### src/rtl/pwc_pkg.sv
package pwc_pkg;

   // register byte offsets on the AXI4-Lite slave
   localparam int unsigned ADDR_W         = 8;
   localparam logic [7:0]  REG_CTRL       = 8'h00;
   localparam logic [7:0]  REG_STATUS     = 8'h04;
   localparam logic [7:0]  REG_CAPT_CNT   = 8'h08;
   localparam logic [7:0]  REG_CAPT_OVF   = 8'h0c;
   localparam logic [7:0]  REG_IRQ_STAT   = 8'h10;
   localparam logic [7:0]  REG_IRQ_MASK   = 8'h14;
   localparam logic [7:0]  REG_LIVE_CNT   = 8'h18;

   // control register fields; reset value of every register is zero except the channel field of status
   localparam int unsigned CTRL_RUN       = 0;
   localparam int unsigned CTRL_FALL      = 1;
   localparam int unsigned CTRL_ONESHOT   = 2;
   localparam int unsigned CTRL_PIN_B     = 3;
   localparam int unsigned CTRL_ENLV_LO   = 4;
   localparam int unsigned CTRL_PSC_LO    = 6;
   localparam int unsigned CTRL_SFLT_LO   = 9;
   localparam int unsigned CTRL_EFLT_LO   = 12;
   localparam logic [31:0] CTRL_RESET     = 32'h0000_0000;
   localparam logic [31:0] CTRL_MASK      = 32'h0000_7fff;

   // status register fields
   localparam int unsigned STAT_RUN       = 0;
   localparam int unsigned STAT_MEAS      = 1;
   localparam int unsigned STAT_DONE      = 2;
   localparam int unsigned STAT_CHAN_LO   = 8;

   // interrupt bits (status and mask share the layout)
   localparam int unsigned IRQ_CAPT       = 0;
   localparam int unsigned IRQ_OVF        = 1;
   localparam int unsigned IRQ_N          = 2;

   // counters
   localparam int unsigned CNT_W          = 28;
   localparam int unsigned OVF_W          = 16;
   localparam logic [27:0] CNT_MAX_WIDE   = 28'hfffffff;
   localparam logic [27:0] CNT_MAX_NARROW = 28'h000ffff;
   localparam int unsigned DIV_W          = 10;
   localparam int unsigned FLT_LEN        = 3;

   localparam logic [1:0]  RESP_OKAY      = 2'h0;
   localparam logic [1:0]  RESP_SLVERR    = 2'h2;

   typedef enum logic [1:0] {
      PWC_EN_NONE,
      PWC_EN_LOW,
      PWC_EN_HIGH
   } pwc_enlv_t;

   typedef enum logic [1:0] {
      PWC_IDLE,
      PWC_ARMED,
      PWC_MEASURE
   } pwc_state_t;

   // decoded control fields
   typedef struct packed {
      logic       run;
      logic       fall;
      logic       oneshot;
      logic       pin_b;
      logic [1:0] enlv;
      logic [2:0] psc;
      logic [2:0] sflt;
      logic [2:0] eflt;
   } pwc_cfg_t;

   // divide select 0..5 gives /1 /4 /16 /64 /256 /1024 as a mask on a free counter
   function automatic logic [DIV_W-1:0] pwc_div_mask(input logic [2:0] sel);
      case (sel)
         3'h0:    pwc_div_mask = 10'h000;
         3'h1:    pwc_div_mask = 10'h003;
         3'h2:    pwc_div_mask = 10'h00f;
         3'h3:    pwc_div_mask = 10'h03f;
         3'h4:    pwc_div_mask = 10'h0ff;
         default: pwc_div_mask = 10'h3ff;
      endcase
   endfunction : pwc_div_mask

endpackage : pwc_pkg

### src/rtl/pwc_top.sv
// Behaviour
// - A measurement starts only on the chosen start edge of the capture pin while the enable condition holds.
// - The enable condition is none (always allowed), enable pin low, or enable pin high.
// - The enable pin is whichever channel pin is not the capture pin.
// - The counter starts at zero and wraps after its maximum, 0xFFFFFFF wide or 0xFFFF narrow.
// - A completed measurement reports channel, event type, captured count and overflow count.
// - One-shot takes one measurement and stops; periodic measures continuously.
// - The last captured count and overflow count stay readable for polling without interrupts.
// - The counter runs on the peripheral clock divided by the chosen prescaler.
// - The measurement ends and the count is captured on the edge opposite to the start edge.
// - The prescaler divides by 1, 4, 16, 64, 256 or 1024.
// - The optional noise filter samples at a divided rate and passes a level after 3 agreeing samples.
`timescale 1ns/10ps
`default_nettype none

module pwc_top
   import pwc_pkg::*;
#(
   parameter logic [CNT_W-1:0] CNT_MAX = CNT_MAX_WIDE,
   parameter logic [7:0]       CHANNEL = 8'h00
) (
   input  wire logic              aclk,
   input  wire logic              aresetn,
   input  wire logic              clk_en,
   input  wire logic              channel_io_pin_a,
   input  wire logic              channel_io_pin_b,
   input  wire logic [ADDR_W-1:0] s_axi_awaddr,
   input  wire logic              s_axi_awvalid,
   output logic                   s_axi_awready,
   input  wire logic [31:0]       s_axi_wdata,
   input  wire logic [3:0]        s_axi_wstrb,
   input  wire logic              s_axi_wvalid,
   output logic                   s_axi_wready,
   output logic [1:0]             s_axi_bresp,
   output logic                   s_axi_bvalid,
   input  wire logic              s_axi_bready,
   input  wire logic [ADDR_W-1:0] s_axi_araddr,
   input  wire logic              s_axi_arvalid,
   output logic                   s_axi_arready,
   output logic [31:0]            s_axi_rdata,
   output logic [1:0]             s_axi_rresp,
   output logic                   s_axi_rvalid,
   input  wire logic              s_axi_rready,
   output logic                   irq
);

   typedef struct packed {
      logic [31:0]             ctrl;
      logic [IRQ_N-1:0]        irq_stat;
      logic [IRQ_N-1:0]        irq_mask;
      logic [1:0]              sync1;
      logic [1:0]              sync2;
      logic [1:0][FLT_LEN-1:0] hist;
      logic [1:0]              lvl;
      logic [1:0]              prev;
      logic [DIV_W-1:0]        div;
      pwc_state_t              st;
      logic                    done;
      logic [CNT_W-1:0]        cnt;
      logic [OVF_W-1:0]        ovf;
      logic [CNT_W-1:0]        cap;
      logic [OVF_W-1:0]        cap_ovf;
      logic                    aw_hold;
      logic [ADDR_W-1:0]       awaddr;
      logic                    w_hold;
      logic [31:0]             wdata;
      logic [3:0]              wstrb;
      logic                    awready;
      logic                    wready;
      logic                    bvalid;
      logic [1:0]              bresp;
      logic                    arready;
      logic                    rvalid;
      logic [1:0]              rresp;
      logic [31:0]             rdata;
      logic                    irq;
   } pwc_regs_t;

   pwc_regs_t        r_q;
   pwc_regs_t        r_d;
   pwc_cfg_t         cfg;
   logic [1:0]       pin_in;
   logic             cap_idx;
   logic             cap_lvl;
   logic             cap_prev;
   logic             en_lvl;
   logic             en_ok;
   logic             rise;
   logic             fall;
   logic             start_hit;
   logic             stop_hit;
   logic             tick;
   logic [DIV_W-1:0] psc_mask;
   logic [IRQ_N-1:0] irq_set;
   logic [IRQ_N-1:0] irq_clr;

   function automatic logic [31:0] apply_strb(input logic [31:0] old,
                                              input logic [31:0] wd,
                                              input logic [3:0]  ws);
      logic [31:0] res;
      res = old;
      for (int b = 0; b < 4; b++) begin
         if (ws[b]) begin
            res[8*b +: 8] = wd[8*b +: 8];
         end
      end
      apply_strb = res;
   endfunction : apply_strb

   assign cfg.run     = r_q.ctrl[CTRL_RUN];
   assign cfg.fall    = r_q.ctrl[CTRL_FALL];
   assign cfg.oneshot = r_q.ctrl[CTRL_ONESHOT];
   assign cfg.pin_b   = r_q.ctrl[CTRL_PIN_B];
   assign cfg.enlv    = r_q.ctrl[CTRL_ENLV_LO +: 2];
   assign cfg.psc     = r_q.ctrl[CTRL_PSC_LO +: 3];
   assign cfg.sflt    = r_q.ctrl[CTRL_SFLT_LO +: 3];
   assign cfg.eflt    = r_q.ctrl[CTRL_EFLT_LO +: 3];

   assign pin_in      = {channel_io_pin_b, channel_io_pin_a};

   // capture pin is the selected one, enable pin is the other one
   assign cap_idx     = cfg.pin_b;
   assign cap_lvl     = r_q.lvl[cap_idx];
   assign cap_prev    = r_q.prev[cap_idx];
   assign en_lvl      = r_q.lvl[~cap_idx];
   assign rise        = cap_lvl & ~cap_prev;
   assign fall        = ~cap_lvl & cap_prev;

   always_comb begin
      case (cfg.enlv)
         PWC_EN_LOW:  en_ok = ~en_lvl;
         PWC_EN_HIGH: en_ok = en_lvl;
         default:     en_ok = 1'b1;
      endcase
   end

   assign start_hit   = (r_q.st == PWC_ARMED) && (cfg.fall ? fall : rise) && en_ok;
   assign stop_hit    = (r_q.st == PWC_MEASURE) && (cfg.fall ? rise : fall);
   assign psc_mask    = pwc_div_mask(cfg.psc);
   assign tick        = (r_q.div & psc_mask) == psc_mask;

   always_comb begin
      logic [2:0]       fsel;
      logic [DIV_W-1:0] fmask;
      logic             wr_ok;
      r_d   = r_q;
      fsel  = 3'h0;
      fmask = '0;
      wr_ok = 1'b0;

      r_d.div = r_q.div + 1'b1;

      // two-stage synchroniser then optional 3-sample filter per pin
      for (int i = 0; i < 2; i++) begin
         r_d.sync1[i] = pin_in[i];
         r_d.sync2[i] = r_q.sync1[i];
         fsel         = (cfg.pin_b == 1'(i)) ? cfg.sflt : cfg.eflt;
         fmask        = pwc_div_mask(fsel - 3'h1);
         if (fsel == 3'h0) begin
            r_d.lvl[i] = r_q.sync2[i];
         end else if ((r_q.div & fmask) == fmask) begin
            r_d.hist[i] = {r_q.hist[i][FLT_LEN-2:0], r_q.sync2[i]};
            if (r_d.hist[i] == {FLT_LEN{1'b1}}) begin
               r_d.lvl[i] = 1'b1;
            end else if (r_d.hist[i] == {FLT_LEN{1'b0}}) begin
               r_d.lvl[i] = 1'b0;
            end
         end
      end
      r_d.prev = r_q.lvl;

      // measurement sequencer
      irq_set = '0;
      case (r_q.st)
         PWC_IDLE: begin
            if (cfg.run && !r_q.done) begin
               r_d.st = PWC_ARMED;
            end
         end
         PWC_ARMED: begin
            if (start_hit) begin
               r_d.st  = PWC_MEASURE;
               r_d.cnt = '0;
               r_d.ovf = '0;
            end
         end
         PWC_MEASURE: begin
            if (stop_hit) begin
               r_d.cap           = r_q.cnt;
               r_d.cap_ovf       = r_q.ovf;
               irq_set[IRQ_CAPT] = 1'b1;
               if (cfg.oneshot) begin
                  r_d.st   = PWC_IDLE;
                  r_d.done = 1'b1;
               end else begin
                  r_d.st = PWC_ARMED;
               end
            end else if (tick) begin
               if (r_q.cnt == CNT_MAX) begin
                  r_d.cnt          = '0;
                  r_d.ovf          = r_q.ovf + 1'b1;
                  irq_set[IRQ_OVF] = 1'b1;
               end else begin
                  r_d.cnt = r_q.cnt + 1'b1;
               end
            end
         end
         default: begin
            r_d.st = PWC_IDLE;
         end
      endcase
      // clearing run stops and clears the timer; captured values remain
      if (!cfg.run) begin
         r_d.st  = PWC_IDLE;
         r_d.cnt = '0;
         r_d.ovf = '0;
      end

      // write channel: address and data in either order
      if (r_q.bvalid && s_axi_bready) begin
         r_d.bvalid = 1'b0;
      end
      if (r_q.awready && s_axi_awvalid) begin
         r_d.aw_hold = 1'b1;
         r_d.awaddr  = s_axi_awaddr;
      end
      if (r_q.wready && s_axi_wvalid) begin
         r_d.w_hold = 1'b1;
         r_d.wdata  = s_axi_wdata;
         r_d.wstrb  = s_axi_wstrb;
      end
      irq_clr = '0;
      if (r_d.aw_hold && r_d.w_hold && !r_d.bvalid) begin
         wr_ok = 1'b1;
         case (r_d.awaddr)
            REG_CTRL: begin
               r_d.ctrl = apply_strb(r_q.ctrl, r_d.wdata, r_d.wstrb) & CTRL_MASK;
               if (r_d.wstrb[0] && r_d.wdata[CTRL_RUN]) begin
                  r_d.done = r_d.done & ~r_q.done;                         // an end of measurement now wins
               end
            end
            REG_IRQ_STAT: begin
               if (r_d.wstrb[0]) begin
                  irq_clr = r_d.wdata[IRQ_N-1:0];
               end
            end
            REG_IRQ_MASK: begin
               if (r_d.wstrb[0]) begin
                  r_d.irq_mask = r_d.wdata[IRQ_N-1:0];
               end
            end
            REG_STATUS, REG_CAPT_CNT, REG_CAPT_OVF, REG_LIVE_CNT: begin
               wr_ok = 1'b1;
            end
            default: begin
               wr_ok = 1'b0;
            end
         endcase
         r_d.aw_hold = 1'b0;
         r_d.w_hold  = 1'b0;
         r_d.bvalid  = 1'b1;
         r_d.bresp   = wr_ok ? RESP_OKAY : RESP_SLVERR;
      end
      // a new event wins over a clear in the same cycle
      r_d.irq_stat = (r_q.irq_stat & ~irq_clr) | irq_set;

      // read channel
      if (r_q.rvalid && s_axi_rready) begin
         r_d.rvalid = 1'b0;
      end
      if (r_q.arready && s_axi_arvalid) begin
         r_d.rvalid = 1'b1;
         r_d.rresp  = RESP_OKAY;
         r_d.rdata  = '0;
         case (s_axi_araddr)
            REG_CTRL: begin
               r_d.rdata = r_q.ctrl;
            end
            REG_STATUS: begin
               r_d.rdata[STAT_RUN]        = r_q.st != PWC_IDLE;
               r_d.rdata[STAT_MEAS]       = r_q.st == PWC_MEASURE;
               r_d.rdata[STAT_DONE]       = r_q.done;
               r_d.rdata[STAT_CHAN_LO +: 8] = CHANNEL;
            end
            REG_CAPT_CNT: begin
               r_d.rdata[CNT_W-1:0] = r_q.cap;
            end
            REG_CAPT_OVF: begin
               r_d.rdata[OVF_W-1:0] = r_q.cap_ovf;
            end
            REG_IRQ_STAT: begin
               r_d.rdata[IRQ_N-1:0] = r_q.irq_stat;
            end
            REG_IRQ_MASK: begin
               r_d.rdata[IRQ_N-1:0] = r_q.irq_mask;
            end
            REG_LIVE_CNT: begin
               r_d.rdata[CNT_W-1:0] = r_q.cnt;
            end
            default: begin
               r_d.rresp = RESP_SLVERR;
            end
         endcase
      end

      r_d.awready = ~r_d.aw_hold & ~r_d.bvalid;
      r_d.wready  = ~r_d.w_hold & ~r_d.bvalid;
      r_d.arready = ~r_d.rvalid;
      r_d.irq     = |(r_d.irq_stat & r_d.irq_mask);
   end

   always_ff @(posedge aclk) begin
      if (!aresetn) begin
         r_q <= '0;
      end else if (clk_en) begin
         r_q <= r_d;
      end
   end

   assign s_axi_awready = r_q.awready;
   assign s_axi_wready  = r_q.wready;
   assign s_axi_bvalid  = r_q.bvalid;
   assign s_axi_bresp   = r_q.bresp;
   assign s_axi_arready = r_q.arready;
   assign s_axi_rvalid  = r_q.rvalid;
   assign s_axi_rresp   = r_q.rresp;
   assign s_axi_rdata   = r_q.rdata;
   assign irq           = r_q.irq;
endmodule : pwc_top

`default_nettype wire
### config.mk
export PLATFORM = sky130hd
export DESIGN_NAME = pwc_top
export DESIGN_NICKNAME = d
export VERILOG_FILES = /design/src/rtl/pwc_pkg.sv /design/src/rtl/pwc_top.sv
export SDC_FILE = /design/constraint.sdc
export NUM_CORES = 1
export LEC_CHECK = 0
export BUFFER_PORTS_ARGS = -buffer_cell sky130_fd_sc_hd__buf_2
export CAP_MARGIN = 40
export CORE_MARGIN = 2
export CORE_UTILIZATION = 45
export DETAILED_ROUTE_END_ITERATION = 8
export GPL_ROUTABILITY_DRIVEN = 0
export SLEW_MARGIN = 25
export SYNTH_ARGS = -nofsm -noshare
export SYNTH_HDL_FRONTEND = slang
export SYNTH_SLANG_ARGS = --single-unit
### constraint.sdc
create_clock -name aclk -period 7.2 [get_ports aclk]
set_input_delay 1.8 -clock aclk [delete_from_list [all_inputs] [get_ports aclk]]
set_output_delay 1.8 -clock aclk [all_outputs]
set_load 0.05 [all_outputs]
Yosys cells after proc, flatten, opt, wreduce, memory -nomap -nowiden
Cells that the tools add are included.

cells by class
  add/sub/neg operators = 5
  multiply operators = 0
  divide/modulo/power cells = 0
  order comparisons = 2
  equality and inequality tests = 41
  shift-type cells = 0
  muxes and demuxes = 68
  bitwise gates (word level) = 23
  reductions and logical operators = 45

operator list
  cell                     number
  $mux W44                 4
  $pmux W10 S5             3
  $pmux W44 S2             1
  $eq A8 B5 Y1 const B     6
  $mux W37                 1
  $mux W35                 1
  $eq A8 B4 Y1 const B     4
  $mux W1                  32
  $pmux W8 S4              1
  $and A10 B10 Y10         3
  $eq A10 B10 Y1           3
  $add A28 B1 Y28 const B  1
  $eq A28 B28 Y1 const B   1
  $mux W28                 1
  $mux W2                  12
  $pmux W12 S2             1
  $logic_not A3 Y1         7
  $pmux W5 S4              1
  $eq A3 B2 Y1 const B     6
  $ne A3 B3 Y1 const B     6
  $add A16 B1 Y16 const B  1
  $eq A8 B3 Y1 const B     2
  $logic_not A8 Y1         2
  $mux W16                 1
  31 further kinds         83

storage, ports and cells
  bits in registers = 216
  bits in latches = 0
  memory bits (writable) = 0
  ROM bits = 0
  input port bits = 62
  logic and storage cells = 219
  memories kept = 0

Logic depth before layout (Yosys ltp)
Gate-level depths: netlist (run 1).

  depth in word-level cells = 12
  depth in mapped cells = 11
  mapped depth without buffers = 9

Least setup slack after synthesis (run 1)
Ideal clock, no wire load.

  path kind = input to register
  start = input port s_axi_awaddr[7]
  end = register r_q, in the netlist cfg[13]
  setup time = 0.116 ns
  data arrival time = 3.695 ns
  setup slack = 3.389 ns
  stages on the path = 7
  path through = or3_1 > or4_1 > a211o_1 > nor3_2 > buf_2 > nand2_1 > o211a_1

between the ends
  word-level cells in the longest chain between the ends = 3

RTL lines
  what                                RTL line        source
  start, declared                     pwc_top.sv:27   input wire logic [ADDR_W-1:0] s_axi_awaddr,
  $mux W9                             pwc_top.sv:223  if (r_q.awready && s_axi_awvalid) begin
  $logic_not A8 Y1                    pwc_top.sv:235  case (r_d.awaddr)
  $reduce_and A4 Y1 (no source line)  -
  end signal, assigned                pwc_top.sv:316  r_q <= r_d;
  end, declared                       pwc_top.sv:79   pwc_regs_t r_q;

No other way between the ends.
A chain may end at the register's enable or synchronous reset.

Worst setup path in the final report (run 1)
  start = input port s_axi_awaddr[7]
  end = register r_q, in the netlist cfg[6]

The elaborated chain is that of the path after synthesis.

==> impl_metrics.csv, run 1 <==
group,metric,value,unit
grt,grt_overflow,0,
grt,antenna_found_initial,0,
cts,cts_root_buf,"clkbuf_16",
routing,routedWlPerCell,17.4,um
timing,setup_tns,0,ps
routing,drc,0,
finish,n_antenna_cell,0,
power_and_ir_drop,power_switching,0.000582,W
power_and_ir_drop,power.density,200,nW/um2
synth,synth_top_family_by_area,"simple AND/OR/NAND/NOR gates",
synth,synth_compound_area_share,18.5,%
timing,skew,16.0,ps
synth,synthAdderAreaFrac,0.879,%
synth,synthesis.area,9960,um2
cts,clock_latency,440,ps
synth,synth_xor_area_share,0.791,%
critical_path,crit_path_max_fanout,10,
floorplanning,dieArea,23300,um2
routing,drt_iter0_drc,562,
synth,postSynth.asyncResetShare,0,%
power_and_ir_drop,max-vdd-ir-drop,0.129,mV
cts,clk_pin_slew,70,ps
synth,synth-edff-count,0,
floorplanning,fp.dieH,153,um
critical_path,worstPathArrival,4090,ps
power_and_ir_drop,combPwrFrac,6.7,%
power_and_ir_drop,clkPwrFrac,42.8,%
synth,syn_inst,1136,
grt,grt_start_max_net_pins,77,
cts,clockBufferDepth,2,
hold_path,hp-class,"reg2reg",
timing,slew_headroom,42.5,%
power_and_ir_drop,p_leak,4.19,nW
grt,grt_pass1_wl,40700,um
floorplanning,start_util,45.8,%
routing,first_pass_iters,5,
synth,synth.yosys.seq_area_share,39.2,%
power_and_ir_drop,seq_power_share,50.5,%
floorplanning,top_level_ports,104,
synth,yosys_warnings,0,
floorplanning,chipWidth,153,um
synth,syn_area_per_cell,8.77,um2
cts,htreeDepth,4,
floorplanning,core,21800,um2
finish,fillers,2104,
grt,use_met2,31.5,%
placed_design,pre_cts_ws,2850,ps
cts,cts_resized,0,
floorplanning,rows,54,
finish,fin_util,50.0,%
critical_path,path_class,"in2reg",
timing,tightest_slew,860,ps
timing,fin_crit,3750,ps
finish,final_cells,1438,
synth,ys.flop_type,"dfxtp_1",
timing,rsz0062_at_grt,"no",
cts,post_cts_buffers,0,
timing,setup_viol,0,
cts,cts_sinks,195,
synth,synthSimpleGateAreaFrac,24.1,%
grt,grt_pass1_vias,7470,
routing,via_per_inst,5.70,
grt,top_usage_layer,"met1",
critical_path,end_kind,"flip-flop",
finish,nNetsFinal,1214,
routing,wl,25000,um
critical_path,critPathLaunchType,"primary input",
synth,ys_ff_latch,195,
grt,grt_use_met3,3.16,%
grt,grt.met1_usage,31.7,%
placed_design,dp_hpwl,17400,um
timing,timing.final.crit_share,52.1,%
cts,cts_tree,"yes",
power_and_ir_drop,p_int,0.00160,W
synth,yosysUniqueCellTypes,69,
cts,cts_buffers,17,
routing,ant_nets,0,
timing,slew_violations,0,
flow_run,maxCapViolCount,0,
placed_design,port-buffer-count,78,
timing,setup_slack,3450,ps
routing,num_vias,8190,
finish,drive_gt1_share,14.4,%
finish,syn_to_final_growth,9.24,%
timing,hold_viol,0,
power_and_ir_drop,power_switching_share,26.7,%
synth,synth_mux_area_share,10.2,%
critical_path,cp.required,7530,ps
cts,cts_hold_buf,0,
grt,grt_usage,21.4,%
timing,fmax,266,MHz
placed_design,dpl.cell_count,1404,
outcome,status,"complete, no violations",
final timing paths:
check / slack, ps / start / depth (start not counted) / end
hold reg to reg: 460 / r_q[81] / 2 / r_q[81]
setup / recovery: 3450 / s_axi_awaddr[7] / 8 / cfg[6]
hold / removal: 460 / r_q[81] / 2 / r_q[81]
setup reg to reg: 3990 / r_q[166] / 6 / r_q[163]
power groups by stage:
stage                     Combinational [W]  Clock (W)  Sequential [W]
after floorplan                    0.000107          0         0.00113
after global placement             0.000145          0         0.00113
after detailed placement           0.000147          0         0.00113
after CTS                          0.000147   0.000950         0.00110
after global routing               0.000160   0.000995         0.00110
final                              0.000146   0.000935         0.00110
critical path, cell delays in order:
cell,delay (ps)
buf_2,100
or3_1,360
or4_1,450
a211o_1,420
nor3_2,460
buf_4,260
nand3_1,90
o211a_1,130
layer usage:
metal	up-vias	wire, um
li1	4079	-
met1	3898	12700
met2	175	10700
met3	38	1050
met4	0	589
met5	-	0
kinds of logic after synthesis:
| logic type | after synthesis |
|---|---|
| buffers and inverters | 128 |
| muxes | 97 |
| and+or+nand+nor | 451 |
| xor gates and xnor gates | 9 |
| adders and majority gates | 7 |
| other | 1 |
| DFF | 195 |
| AOI/OAI and AO/OA | 248 |
layout make-up:
class | instances | area (um2) | share of cell area (%)
Timing Repair Buffer | 97 | 537 | 4.93
Sequential cell | 195 | 3900 | 35.9
Tap cell | 280 | 350 | 3.22
Inverter | 16 | 60.1 | 0.552
Multi-Input combinational cell | 818 | 5470 | 50.2
Clock inverter | 14 | 138 | 1.26
Clock buffer | 18 | 429 | 3.94
synthesized netlist by cell type (4+ instances only):
library cell | n | area share, %
o31ai_1 | 12 | 0.90
clkbuf_1 | 62 | 2.3
inv_1 | 16 | 0.60
or4_1 | 15 | 1.1
nor2_1 | 55 | 2.1
ha_1 | 7 | 0.88
buf_2 | 11 | 0.55
a221o_1 | 13 | 1.3
buf_4 | 36 | 2.7
nor3_1 | 14 | 0.70
or3_1 | 12 | 0.75
nor2b_1 | 75 | 4.7
o311ai_0 | 4 | 0.35
nor4_1 | 5 | 0.31
o211ai_1 | 4 | 0.30
o31a_1 | 9 | 0.79
nand3_1 | 44 | 2.2
a22oi_1 | 15 | 1.1
xnor2_1 | 7 | 0.62
o22ai_1 | 9 | 0.57
mux2i_1 | 88 | 8.8
a31oi_1 | 5 | 0.31
o21a_1 | 9 | 0.68
and3_1 | 7 | 0.44
dfxtp_1 | 195 | 39
o211a_1 | 15 | 1.5
a21boi_0 | 39 | 2.9
or2_2 | 8 | 0.50
and2_1 | 16 | 1.0
nor3b_1 | 18 | 1.4
a211oi_1 | 5 | 0.38
nand4_1 | 15 | 0.94
a21oi_1 | 34 | 1.7
nand2_1 | 132 | 5.0
mux2_2 | 6 | 0.68
or3b_2 | 5 | 0.44
nand2b_1 | 14 | 0.88
a221oi_1 | 12 | 1.1
o21ai_0 | 30 | 1.5
nand3b_1 | 4 | 0.30
cells in the final DEF, fill, tap and decap left out, drive strengths merged, types with 13 or more instances in the layout:
| master | synthesis | routed |
|---|---|---|
| dfxtp | 195 | 195 |
| nand2 | 132 | 132 |
| buf | 50 | 96 |
| mux2i | 88 | 88 |
| nor2b | 75 | 75 |
| nor2 | 55 | 55 |
| nand3 | 44 | 44 |
| a21boi | 40 | 40 |
| a21oi | 34 | 34 |
| o21ai | 31 | 31 |
| inv | 16 | 24 |
| clkbuf | 62 | 19 |
| nor3b | 18 | 18 |
| or4 | 17 | 17 |
| and2 | 16 | 16 |
| nand4 | 16 | 16 |
| nor3 | 16 | 16 |
| o211a | 15 | 15 |
| a22oi | 15 | 15 |
| nand2b | 14 | 14 |
| a221o | 13 | 13 |
metrics by stage:
step	instance area [um2]	total power, W	hold slack (ps)
after floorplan	9980	0.00124	438
after global routing	10900	0.00226	492
after detailed placement	10300	0.00127	457
after global placement	10300	0.00127	449
after CTS	10900	0.00220	467
final	10900	0.00218	464
state kept, by name, summed over array words and instances (netlist names), 4 cells and up:
name	count
s_axi_rdata	28
cfg	14
r_d	4
r_q	140
(Power assumes the default switching activity.)
==> run 2, diff against run 1 <==
--- a/config.mk
+++ b/config.mk
@@ -11,6 +11,7 @@
 export CORE_UTILIZATION = 45
 export DETAILED_ROUTE_END_ITERATION = 8
 export GPL_ROUTABILITY_DRIVEN = 0
+export PLACE_DENSITY = 0.66
 export SLEW_MARGIN = 25
 export SYNTH_ARGS = -nofsm -noshare
 export SYNTH_HDL_FRONTEND = slang
==> constraint.sdc (replaced) <==
create_clock -name aclk -period 3.35 [get_ports aclk]
set_input_delay 0.8375 -clock aclk [delete_from_list [all_inputs] [get_ports aclk]]
set_output_delay 0.8375 -clock aclk [all_outputs]
set_load 0.05 [all_outputs]
==> run 2 against run 1 <==
Compared with the run above: global-route usage down 0.81 points; count of clock-buffer cells in the layout is 1 higher; critical path depth decreased by 1; flip-flop and latch count did not move; sequential share of layout area shrank 0.67 points; clock skew decreased by 8.0 ps; largest cell class unchanged; utilization grew 0.95 points; cell count increased by 1.0%.
==> impl_metrics.csv, run 2 (same netlist as run 1, synthesis figures left out) <==
group,metric,value,unit
outcome,status,"complete, no violations",
timing,setup_viol,0,
placed_design,dp_hpwl,16700,um
routing,first_pass_iters,5,
routing,routedWlPerCell,16.6,um
finish,fin_util,51.0,%
critical_path,path_delay_family,"compound AO/OA/AOI/OAI gates",
grt,grt_overflow,0,
finish,max_flop_register,"r_q",
timing,whs,463,ps
timing,rsz0062_at_grt,"no",
critical_path,end_kind,"flip-flop",
timing,tightest_slew,688,ps
critical_path,worstPathArrival,3180,ps
timing,fmax,356,MHz
timing,setup_tns,0,ps
cts,cts_buffers,17,
power_and_ir_drop,max-vdd-ir-drop,0.415,mV
critical_path,cp_slowest_cell,"o32ai_1",
timing,slew_violations,0,
placed_design,port-buffer-count,78,
floorplanning,rows,54,
grt,antenna_found_initial,0,
grt,grt_pass1_wl,39400,um
power_and_ir_drop,power.density,443,nW/um2
cts,clockBufferDepth,2,
grt,grt_start_max_net_pins,82,
floorplanning,dieArea,23300,um2
finish,largest_reg_flops,140,
routing,num_vias,8309,
cts,clock_latency,440,ps
finish,mostFrequentLayoutCell,"dfxtp_1",
cts,clk_pin_slew,70,ps
routing,drt_iter0_drc,533,
critical_path,cp.required,3720,ps
routing,wl,24100,um
cts,cts_hold_buf,0,
routing,ant_nets,0,
hold_path,hp-class,"reg2reg",
critical_path,critPathBufInv,1,
floorplanning,top_level_ports,104,
cts,htreeDepth,4,
routing,via_per_inst,5.72,
timing,skew,8.03,ps
flow_run,maxCapViolCount,0,
critical_path,crit_path_max_fanout,44,
grt,grt_pass1_vias,7603,
finish,syn_to_final_growth,11.3,%
timing,slew_headroom,53.5,%
floorplanning,chipWidth,153,um
critical_path,path_cells,"nand4_1, o32ai_1, a41oi_1, a211o_1, buf_4, or4_1, a21oi_1",
cts,cts_sinks,195,
finish,nNetsFinal,1229,
routing,drc,0,
cts,cts_root_buf,"clkbuf_16",
finish,n_antenna_cell,0,
cts,cts_resized,0,
power_and_ir_drop,p_leak,4.33,nW
critical_path,max_stage_delay,590,ps
timing,timing.final.crit_share,83.9,%
finish,final_cell_mix,"195 x dfxtp_1, 131 x nand2_1, 88 x mux2i_1, 77 x buf_2, 75 x nor2b_1",
grt,grt_usage,20.6,%
finish,drive_gt1_share,15.5,%
critical_path,critPathLaunchType,"flip-flop",
cts,cts_tree,"yes",
cts,post_cts_buffers,0,
floorplanning,fp.dieH,153,um
floorplanning,core,21800,um2
timing,hold_viol,0,
timing,fin_crit,2810,ps
critical_path,path_class,"reg2reg",
floorplanning,start_util,45.8,%
## run 2: worst min-delay path, stage by stage, from the launching register on
cell and delay [ps]:
dfxtp_1 310, nand2_1 40, a21boi_0 60
## run 2: layout make-up
class,count,area [um2]
well taps,280,350
fillers,2063,10700
flip-flops and latches,195,3900
clock inverters,13,196
inverters,16,60.1
multi-input cells,818,5470
repair buffers,112,673
clock buffers,19,443
## run 2: power breakdown
group | total (W) | internal (W) | switching (W) | leakage, nW
sequential | 0.00237 | 0.00234 | 0.0000222 | 1.57
clock | 0.00222 | 0.00129 | 0.000936 | 0.311
combinational | 0.000320 | 0.000110 | 0.000209 | 2.44
## run 2: final timing paths
| kind | depth (start not counted) | slack [ps] | end | startpoint |
|---|---|---|---|---|
| worst min register to register | 2 | 460 | r_q[79] | r_q[79] |
| worst min-delay path | 2 | 460 | r_q[79] | r_q[79] |
| worst max-delay path | 7 | 540 | r_q[170] | r_q[183] |
| worst max register to register | 7 | 540 | r_q[170] | r_q[183] |
## run 2: metrics by stage
step	instances	setup WS (ps)	instance area [um2]	power [W]
floorplan	1141	501	9980	0.00266
global placement	1421	377	10500	0.00274
detailed placement	1421	362	10500	0.00274
CTS	1453	543	11100	0.00496
global route	1453	341	11100	0.00510
finish	1453	540	11100	0.00491
## run 2: metal layers
layer / up-vias / share of wire (%) / GRT usage [%]
li1: 4121 / - / -
met1: 3942 / 47 / 28.2
met2: 210 / 46 / 32.5
met3: 36 / 5.3 / 4.32
met4: 0 / 2.1 / 6.39
met5: - / 0 / 0
